==> src/etoc_consts.svh <==
`ifndef ETOC_CONSTS_SVH
`define ETOC_CONSTS_SVH

// register offsets (byte addresses)
`define ETOC_OFS_MULT       8'h00
`define ETOC_OFS_TICK       8'h04
`define ETOC_OFS_ABS_LO     8'h08
`define ETOC_OFS_ABS_HI     8'h0c
`define ETOC_OFS_READOUT    8'h10
`define ETOC_OFS_CTRL       8'h14
`define ETOC_OFS_STATUS     8'h18
`define ETOC_OFS_IGNORED    8'h1c

// exposure multiplier field
`define ETOC_MULT_MIN       12'h001
`define ETOC_MULT_MAX       12'hfff
`define ETOC_MULT_RST       12'h001

// tick period, in microseconds
`define ETOC_TICK_STD_RST_US  24'h000014
`define ETOC_TICK_ALT_RST_US  24'h00001f
`define ETOC_TICK_STD_STEP_US 24'h000001
`define ETOC_TICK_ALT_STEP_US 24'h00001f
`define ETOC_TICK_MAX_US      24'h989680

// readout time reset, in microseconds
`define ETOC_READOUT_RST_US 24'h0003e8

// clock timing
`define ETOC_CLK_PERIOD_NS  20
`define ETOC_US_NS          1000
`define ETOC_CYC_PER_US     (`ETOC_US_NS / `ETOC_CLK_PERIOD_NS)

// control and status bit positions
`define ETOC_CTRL_ACQ_EN    0
`define ETOC_ST_EXPOSING    0
`define ETOC_ST_READING     1
`define ETOC_ST_TRIG_SAFE   2
`define ETOC_ST_DIV_BUSY    3
`define ETOC_ST_OVERLAPPED  4

// divider length: quotient bits produced
`define ETOC_DIV_STEPS      6'h25

`endif

==> src/etoc_pkg.sv <==
`default_nettype none

package etoc_pkg;

    typedef struct packed {
        logic [7:0]  addr;
        logic [31:0] wdata;
        logic        wr;
        logic        rd;
    } etoc_bus_s;

    typedef enum logic [1:0] {
        DIV_IDLE = 2'b00,
        DIV_RUN  = 2'b01,
        DIV_DONE = 2'b10
    } etoc_div_e;

endpackage : etoc_pkg

`default_nettype wire

==> src/etoc_exposure_timer.sv <==
// Operation
// - exposure length equals multiplier times the selected tick period
// - tick period resets to 20 us standard, 31 us alternate
// - multiplier holds integers 1 through 4095 in twelve bits
// - tick period steps are 1 us standard, 31 us alternate
// - standard tick period reaches 10000000 us
// - absolute exposure is settable in whole microseconds
// - absolute write recomputes the multiplier from the current tick period
// - absolute value is rounded to the nearest achievable exposure
// - multiplier or tick change refreshes the readable absolute exposure
// - standard variant may expose while the previous image reads out
// - overlap has no enable; it follows from trigger spacing alone
// - triggers violating either overlap condition are ignored
// - non-overlapped mode finishes exposure and readout before next start
// - trigger-safe flag high when safe, low on start, high again later
//
// Added by the designer: the register addresses and the plain strobed port.
`timescale 1ns/1ps
`default_nettype none
`include "etoc_consts.svh"

module etoc_exposure_timer #(
    parameter bit ALT_VARIANT = 1'b0,
    parameter int TICK_W      = 24,
    parameter int ABS_W       = 36
) (
    // clock and reset
    input  wire logic                clk_in,
    input  wire logic                rst_in,
    // register port
    input  wire etoc_pkg::etoc_bus_s bus_in,
    output logic [31:0]              rdata_out,
    // trigger pin
    input  wire logic                external_trigger_in,
    // acquisition status
    output logic                     trigger_safe_flag_out,
    output logic                     exposure_active_out,
    output logic                     readout_active_out
);
    import etoc_pkg::*;

    localparam logic [TICK_W-1:0] STEP_US   = ALT_VARIANT ? `ETOC_TICK_ALT_STEP_US
                                                          : `ETOC_TICK_STD_STEP_US;
    localparam logic [TICK_W-1:0] RST_US    = ALT_VARIANT ? `ETOC_TICK_ALT_RST_US
                                                          : `ETOC_TICK_STD_RST_US;
    localparam logic [TICK_W-1:0] RST_STEPS = RST_US / STEP_US;
    localparam logic [TICK_W-1:0] MAX_STEPS = `ETOC_TICK_MAX_US / STEP_US;
    localparam logic [5:0]        US_LAST   = 6'(`ETOC_CYC_PER_US - 1);

    // settings
    logic [11:0]       mult;
    logic [TICK_W-1:0] tick_steps;
    logic [TICK_W-1:0] period_us;
    logic [ABS_W-1:0]  exp_abs;
    logic [TICK_W-1:0] readout_us;
    logic              acq_en;

    // trigger synchroniser
    logic trig_s1;
    logic trig_s2;
    logic trig_s3;
    logic trig_edge;

    // exposure timing
    logic              exposing;
    logic [5:0]        exp_pre;
    logic [TICK_W-1:0] exp_us;
    logic [TICK_W-1:0] exp_period;
    logic [11:0]       exp_left;
    logic              exp_us_tick;
    logic              exp_end;

    // readout timing
    logic              reading;
    logic [5:0]        rd_pre;
    logic [TICK_W-1:0] rd_left;

    // acceptance
    logic              safe;
    logic              accept;
    logic              overlapped;
    logic [15:0]       ignored;

    // divider for absolute writes
    etoc_div_e         div_state;
    logic [ABS_W:0]    div_num;
    logic [TICK_W:0]   div_rem;
    logic [5:0]        div_cnt;
    logic [TICK_W:0]   div_shift;
    logic              abs_wr;

    logic wr_mult;
    logic wr_tick;

    assign wr_mult = bus_in.wr && bus_in.addr == `ETOC_OFS_MULT && div_state == DIV_IDLE;
    assign wr_tick = bus_in.wr && bus_in.addr == `ETOC_OFS_TICK && div_state == DIV_IDLE;
    assign abs_wr  = bus_in.wr && bus_in.addr == `ETOC_OFS_ABS_LO && div_state == DIV_IDLE;

    // multiplier register, also loaded by the absolute-write divider
    always_ff @(posedge clk_in) begin
        if (rst_in) begin
            mult <= `ETOC_MULT_RST;
        end else if (div_state == DIV_DONE) begin
            if (div_num[ABS_W:0] == '0) begin
                mult <= `ETOC_MULT_MIN;
            end else if (div_num[ABS_W:12] != '0) begin
                mult <= `ETOC_MULT_MAX;
            end else begin
                mult <= div_num[11:0];
            end
        end else if (wr_mult) begin
            if (bus_in.wdata[11:0] == 12'h000 || bus_in.wdata[31:12] != '0) begin
                mult <= bus_in.wdata[31:12] != '0 ? `ETOC_MULT_MAX : `ETOC_MULT_MIN;
            end else begin
                mult <= bus_in.wdata[11:0];
            end
        end
    end

    // tick period held in steps; the period in microseconds follows from it
    always_ff @(posedge clk_in) begin
        if (rst_in) begin
            tick_steps <= RST_STEPS;
        end else if (wr_tick) begin
            if (bus_in.wdata[TICK_W-1:0] == '0) begin
                tick_steps <= 24'h000001;
            end else if (bus_in.wdata[31:TICK_W] != '0 || bus_in.wdata[TICK_W-1:0] > MAX_STEPS) begin
                tick_steps <= MAX_STEPS;
            end else begin
                tick_steps <= bus_in.wdata[TICK_W-1:0];
            end
        end
    end

    // registered products keep the multiplier paths short
    always_ff @(posedge clk_in) begin
        if (rst_in) begin
            period_us <= RST_US;
            exp_abs   <= ABS_W'(RST_US);
        end else begin
            period_us <= TICK_W'(tick_steps * STEP_US);
            exp_abs   <= ABS_W'(mult) * ABS_W'(period_us);
        end
    end

    // other software settings
    always_ff @(posedge clk_in) begin
        if (rst_in) begin
            readout_us <= `ETOC_READOUT_RST_US;
            acq_en     <= 1'b0;
        end else if (bus_in.wr) begin
            if (bus_in.addr == `ETOC_OFS_READOUT) begin
                readout_us <= bus_in.wdata[TICK_W-1:0] == '0 ? 24'h000001
                                                             : bus_in.wdata[TICK_W-1:0];
            end
            if (bus_in.addr == `ETOC_OFS_CTRL) begin
                acq_en <= bus_in.wdata[`ETOC_CTRL_ACQ_EN];
            end
        end
    end

    // rounding divider: (abs + period/2) / period, one quotient bit a cycle
    assign div_shift = {div_rem[TICK_W-1:0], div_num[ABS_W]};

    always_ff @(posedge clk_in) begin
        if (rst_in) begin
            div_state <= DIV_IDLE;
            div_num   <= '0;
            div_rem   <= '0;
            div_cnt   <= '0;
        end else begin
            case (div_state)
                DIV_IDLE: begin
                    if (abs_wr) begin
                        // period_us lags a tick write by one cycle; use the live period
                        div_num   <= (ABS_W+1)'(bus_in.wdata)
                                   + (ABS_W+1)'(TICK_W'(tick_steps * STEP_US) >> 1);
                        div_rem   <= '0;
                        div_cnt   <= `ETOC_DIV_STEPS;
                        div_state <= DIV_RUN;
                    end
                end
                DIV_RUN: begin
                    if (div_shift >= {1'b0, period_us}) begin
                        div_rem <= div_shift - {1'b0, period_us};
                        div_num <= {div_num[ABS_W-1:0], 1'b1};
                    end else begin
                        div_rem <= div_shift;
                        div_num <= {div_num[ABS_W-1:0], 1'b0};
                    end
                    div_cnt <= div_cnt - 6'h01;
                    if (div_cnt == 6'h01) begin
                        div_state <= DIV_DONE;
                    end
                end
                DIV_DONE: begin
                    div_state <= DIV_IDLE;
                end
                default: begin
                    div_state <= DIV_IDLE;
                end
            endcase
        end
    end

    // trigger pin synchroniser and rising-edge detect
    always_ff @(posedge clk_in) begin
        if (rst_in) begin
            trig_s1 <= 1'b0;
            trig_s2 <= 1'b0;
            trig_s3 <= 1'b0;
        end else begin
            trig_s1 <= external_trigger_in;
            trig_s2 <= trig_s1;
            trig_s3 <= trig_s2;
        end
    end

    assign trig_edge = trig_s2 && !trig_s3;

    // overlap is never switched on; it follows from whether readout still runs
    always_comb begin
        if (exposing || div_state != DIV_IDLE) begin
            safe = 1'b0;
        end else if (!reading) begin
            safe = 1'b1;
        end else if (ALT_VARIANT) begin
            safe = 1'b0;
        end else begin
            // exposure may not finish before the old readout does
            safe = exp_abs >= ABS_W'(rd_left);
        end
    end

    assign accept = trig_edge && acq_en && safe;

    // exposure: microsecond prescaler, tick prescaler, multiplier down-counter
    assign exp_us_tick = exposing && exp_pre == US_LAST;
    assign exp_end     = exp_us_tick && exp_us == exp_period - 24'h000001
                         && exp_left == 12'h001;

    always_ff @(posedge clk_in) begin
        if (rst_in) begin
            exposing   <= 1'b0;
            exp_pre    <= '0;
            exp_us     <= '0;
            exp_period <= RST_US;
            exp_left   <= '0;
        end else if (accept) begin
            // settings are latched so a write mid-exposure cannot stretch it
            exposing   <= 1'b1;
            exp_pre    <= '0;
            exp_us     <= '0;
            exp_period <= TICK_W'(tick_steps * STEP_US);
            exp_left   <= mult;
        end else if (exposing) begin
            exp_pre <= exp_us_tick ? 6'h00 : exp_pre + 6'h01;
            if (exp_us_tick) begin
                if (exp_us == exp_period - 24'h000001) begin
                    exp_us   <= '0;
                    exp_left <= exp_left - 12'h001;
                    if (exp_left == 12'h001) begin
                        exposing <= 1'b0;
                    end
                end else begin
                    exp_us <= exp_us + 24'h000001;
                end
            end
        end
    end

    // readout starts as exposure ends and runs for the programmed time
    always_ff @(posedge clk_in) begin
        if (rst_in) begin
            reading <= 1'b0;
            rd_pre  <= '0;
            rd_left <= '0;
        end else if (exp_end) begin
            reading <= 1'b1;
            rd_pre  <= '0;
            rd_left <= readout_us;
        end else if (reading) begin
            rd_pre <= rd_pre == US_LAST ? 6'h00 : rd_pre + 6'h01;
            if (rd_pre == US_LAST) begin
                rd_left <= rd_left - 24'h000001;
                if (rd_left == 24'h000001) begin
                    reading <= 1'b0;
                end
            end
        end
    end

    // trigger bookkeeping
    always_ff @(posedge clk_in) begin
        if (rst_in) begin
            overlapped <= 1'b0;
            ignored    <= '0;
        end else begin
            if (accept) begin
                overlapped <= reading;
            end
            if (trig_edge && acq_en && !safe && ignored != 16'hffff) begin
                ignored <= ignored + 16'h0001;
            end
        end
    end

    // status outputs
    always_ff @(posedge clk_in) begin
        if (rst_in) begin
            trigger_safe_flag_out <= 1'b0;
            exposure_active_out   <= 1'b0;
            readout_active_out    <= 1'b0;
        end else begin
            trigger_safe_flag_out <= acq_en && safe && !accept;
            exposure_active_out   <= accept || (exposing && !exp_end);
            readout_active_out    <= exp_end || (reading
                                     && !(rd_pre == US_LAST && rd_left == 24'h000001));
        end
    end

    // read data, one cycle after the strobe
    always_ff @(posedge clk_in) begin
        if (rst_in) begin
            rdata_out <= '0;
        end else if (bus_in.rd) begin
            case (bus_in.addr)
                `ETOC_OFS_MULT:    rdata_out <= {20'h00000, mult};
                `ETOC_OFS_TICK:    rdata_out <= {8'h00, tick_steps};
                `ETOC_OFS_ABS_LO:  rdata_out <= exp_abs[31:0];
                `ETOC_OFS_ABS_HI:  rdata_out <= {28'h0000000, exp_abs[ABS_W-1:32]};
                `ETOC_OFS_READOUT: rdata_out <= {8'h00, readout_us};
                `ETOC_OFS_CTRL:    rdata_out <= {31'h00000000, acq_en};
                `ETOC_OFS_STATUS: begin
                    rdata_out <= '0;
                    rdata_out[`ETOC_ST_EXPOSING]   <= exposing;
                    rdata_out[`ETOC_ST_READING]    <= reading;
                    rdata_out[`ETOC_ST_TRIG_SAFE]  <= trigger_safe_flag_out;
                    rdata_out[`ETOC_ST_DIV_BUSY]   <= div_state != DIV_IDLE;
                    rdata_out[`ETOC_ST_OVERLAPPED] <= overlapped;
                end
                `ETOC_OFS_IGNORED: rdata_out <= {16'h0000, ignored};
                default:           rdata_out <= '0;
            endcase
        end else begin
            rdata_out <= '0;
        end
    end

endmodule : etoc_exposure_timer

`default_nettype wire

==> config.mk <==
export PLATFORM = sky130hd
export DESIGN_NAME = etoc_exposure_timer
export DESIGN_NICKNAME = d
export VERILOG_FILES = /design/src/etoc_pkg.sv /design/src/etoc_exposure_timer.sv
export VERILOG_INCLUDE_DIRS = /design/src
export SDC_FILE = /design/constraint.sdc
export NUM_CORES = 2
export LEC_CHECK = 0
export ABC_AREA = 1
export BUFFER_PORTS_ARGS = -buffer_cell sky130_fd_sc_hd__buf_2
export CAP_MARGIN = 10
export CORE_MARGIN = 5
export CORE_UTILIZATION = 58
export CTS_BUF_LIST = sky130_fd_sc_hd__clkbuf_16
export DETAILED_ROUTE_END_ITERATION = 12
export PLACE_DENSITY = 0.78
export RECOVER_POWER = 100
export SLEW_MARGIN = 10
export SYNTH_ARGS = -nofsm -noshare
export SYNTH_HDL_FRONTEND = slang
export SYNTH_SLANG_ARGS = --single-unit
==> constraint.sdc <==
create_clock -name clk_in -period 5.5 [get_ports clk_in]
set_input_delay 1.1 -clock clk_in [delete_from_list [all_inputs] [get_ports clk_in]]
set_output_delay 1.1 -clock clk_in [all_outputs]
set_load 0.02 [all_outputs]
==> results.sh <==
export IMPL_status="complete, but fails checks"
export IMPL_failed_checks="capacitance limit, slew limit"
export IMPL_ys_types=55
export IMPL_ys_flop_type="dfxtp_1"
export IMPL_yosysTopAreaCell="dfxtp_1"
export IMPL_largest_register_ffs=37
export IMPL_synth_area_leaders="dfxtp_1 (24%), fa_1 (16%), nand2_1 (13%)"
export IMPL_reg_top3="div_num: 37 flops, exp_abs: 36 flops, rdata_out: 32 flops"
export IMPL_cts_buffers=39
export IMPL_power_internal_mw=4.05
export IMPL_swShare_pct=24.2
export IMPL_grt_pass1_vias=25200
export IMPL_finalHoldViolCount=0
export IMPL_nets=4498
export IMPL_die_h_microns=231
export IMPL_drt_iter0_markers=2991
export IMPL_synth_top_family_by_area="simple AND/OR/NAND/NOR gates"
export IMPL_synth_nets=4463
export IMPL_cp_max_fo=10
export IMPL_slew_violations=137
export IMPL_critical_path_class="flip-flop to flip-flop"
export IMPL_drive_gt1_share_pct=5.95
export IMPL_p_total_mw=5.34
export IMPL_cts_buffer_depth=3
export IMPL_worst_pin_slew_ps=2160
export IMPL_crit_required_ps=5940
export IMPL_end_kind="flip-flop"
export IMPL_ir_drop_mv=0.278
export IMPL_whs_ps=422
export IMPL_min_path_type="flip-flop to flip-flop"
export IMPL_gp_congestion=1.01
export IMPL_fill_cells=4363
export IMPL_synth_edf_count=0
export IMPL_antenna_found_initial=7
export IMPL_synth_fa_ha_area_share_pct=22.8
export IMPL_clkTransAtPathRegs_ps=60
export IMPL_portBuffers=79
export IMPL_dp_final_hpwl_microns=69100
export IMPL_initial_utilization_pct=58.9
export IMPL_fin_crit_sh_pct=97.0
export IMPL_seq_area_frac_synth_pct=24.3
export IMPL_grt_pass1_wl_microns=138000
export IMPL_setup_viol=0
export IMPL_dp_cells=4644
export IMPL_drt_pass1_iterations=7
export IMPL_ctsHoldBuffers=0
export IMPL_gr_total_overflow=0
export IMPL_fmax_ghz=0.187
export IMPL_io_pins=80
export IMPL_synth_seq_cells=342
export IMPL_power_density_nw_per_um2=174
export IMPL_fin_crit_ps=5330
export IMPL_grt_max_degree=98
export IMPL_layout_commonest_cell="nand2_1"
export IMPL_p_leak_nw=14.8
export IMPL_wirelength_microns=88400
export IMPL_synthCells=4038
export IMPL_cts_tree="yes"
export IMPL_slew_headroom_pct=-43.9
export IMPL_cts_sinks=342
export IMPL_instances_no_fill=4726
export IMPL_layout_common_cells="nand2_1 (954), inv_1 (732), nor2_1 (329)"
export IMPL_multi_input_area_sq_um=18000
export IMPL_fin_util_pct=64.0
export IMPL_synth_simple_area_share_pct=25.3
export IMPL_cts_htree_levels=2
export IMPL_num_rows=80
export IMPL_power_share_clock_pct=50.2
export IMPL_syn_area_sq_um=28200
export IMPL_path_cells="buf_4, nand2_1, fa_1, fa_1, inv_1, fa_1, fa_1, inv_1, fa_1, inv_1, ha_1, a21oi_1, o21ai_0, a21oi_1, inv_1, a21o_1, o21ai_0, a21oi_1"
export IMPL_p_seq_share_pct=46.5
export IMPL_largest_register="div_num"
export IMPL_cp_data_arrival_time_ps=5770
export IMPL_synth_compound_area_share_pct=12.6
export IMPL_ff_latch_area_sq_um=6880
export IMPL_drc=0
export IMPL_synth_area_mux_share_pct=0
export IMPL_pwr_share_comb_pct=3.3
export IMPL_place_area_sq_um=29300
export IMPL_core_region_area_sq_um=47900
export IMPL_root_buffer="clkbuf_16"
export IMPL_grt_usage_pct=32.4
export IMPL_crit_path_frequent_cell="fa_1"
export IMPL_timing_max_cap_violations=2
export IMPL_vias_per_cell=5.71
export IMPL_yosysWarnings=0
export IMPL_yosysTopAreaCellShare_pct=24.3
export IMPL_design_area_sq_um=30700
export IMPL_wire_per_inst_microns=18.7
export IMPL_finalClockSkew_ps=20.9
export IMPL_clock_latency_ps=580
export IMPL_die_area_sq_um=53200
export IMPL_ant_nets=0
export IMPL_routed_via_count=27000
export IMPL_r2r_slack_ps=170
export IMPL_synth_xor_area_share_pct=3.01
export IMPL_switchingPower_mw=1.29
export IMPL_die_x_microns=231
export IMPL_synthArstFlopShare_pct=0
export IMPL_area_delta_synth_final_pct=8.66
export IMPL_slowest_stage="dfxtp_1"
export IMPL_cp_slowest_stage_delay_ps=600
export IMPL_worst_setup_path_start_kind="flip-flop"
export IMPL_syn_mean_instance_area_sq_um=6.99
==> power by group through the flow <==
stage	clock (mW)	sequential, mW	combinational, mW
6_report	2.68	2.48	0.177
5_1_grt	2.81	2.48	0.190
4_1_cts	2.71	2.48	0.172
3_5_place_dp	0	2.54	0.171
3_3_place_gp	0	2.54	0.171
2_1_floorplan	0	2.54	0.0994
==> repair_timing <==
action / in CTS / in global routing
endpoints found under the setup margin: 0 / 15
endpoints found under the hold margin: 0 / 0
gates resized for setup: 0 / 28
buffers inserted: 0 / 1
==> cells in the mapped netlist, types with 6 or more instances <==
cell,instances
a21o_1,7
a21oi_1,270
nand3_1,191
nand2_1,954
nand3_2,6
fa_1,222
a211oi_1,7
o21ai_0,211
o221ai_1,6
xor2_1,70
o21bai_1,8
clkbuf_1,115
dfxtp_1,342
nor2_1,333
a221oi_1,13
buf_1,18
nor2_2,16
ha_1,158
xnor2_1,27
buf_6,6
or2_2,13
o22ai_1,28
nor4_1,32
nand3b_1,7
nor3_1,70
nand4_1,40
a31oi_1,41
o211ai_1,21
o21a_1,17
buf_2,9
inv_1,729
==> cells by family (layout without fill, tap and decap cells) <==
group	Yosys count	after routing
simple gates	1689	1689
other cells	0	7
buf+inv	888	954
flops	342	342
xor+xnor	97	97
fa+ha+maj	380	380
compound gates	642	642
==> layout make-up <==
class / instances / area share [%]
multi-input cells: 2808 / 58.7
flip-flops and latches: 342 / 22.4
inverters: 739 / 9.05
clock buffers: 40 / 3.26
repair buffers: 143 / 3.04
well taps: 615 / 2.51
clock inverters: 32 / 0.947
diodes: 7 / 0.0571
==> critical path, delay by kind of cell (launching register included) <==
family	cells	cell delay (ps)
AND/OR/NAND/NOR	1	70
flip-flops	1	600
adder cells (fa/ha/maj)	6	2810
buffers and inverters	5	560
AO/OA/AOI/OAI	6	1150
==> metal layers <==
metal | global-route usage (%) | vias to the layer above | wire length, microns | part of all wire [%]
met5 | 0 | - | 27 | 0.031
met4 | 12.3 | 4 | 3880 | 4.4
met3 | 7.48 | 232 | 10200 | 12
met2 | 49.2 | 1367 | 37500 | 42
met1 | 45.4 | 12500 | 36700 | 42
li1 | - | 12800 | - | -
==> worst paths after layout <==
| kind | startpoint | depth (start not counted) | to |
|---|---|---|---|
| worst max-delay path | period_us[11]$_SDFF_PP0_ | 18 | exp_abs[20]$_SDFF_PP0_ |
| worst min-delay path | trig_s1$_SDFF_PP0_ | 2 | trig_s2$_SDFF_PP0_ |
| worst max register to register | period_us[11]$_SDFF_PP0_ | 18 | exp_abs[20]$_SDFF_PP0_ |
| worst min register to register | trig_s1$_SDFF_PP0_ | 2 | trig_s2$_SDFF_PP0_ |
==> through the flow <==
| step | setup slack, ps | TNS (ps) |
|---|---|---|
| after global placement | 179 | 0 |
| after CTS | 154 | 0 |
| after detailed placement | 159 | 0 |
| final | 166 | 0 |
| after global routing | -13.1 | -23.6 |
| after floorplan | 220 | 0 |
Note: power is estimated with default switching activity, not from simulation.
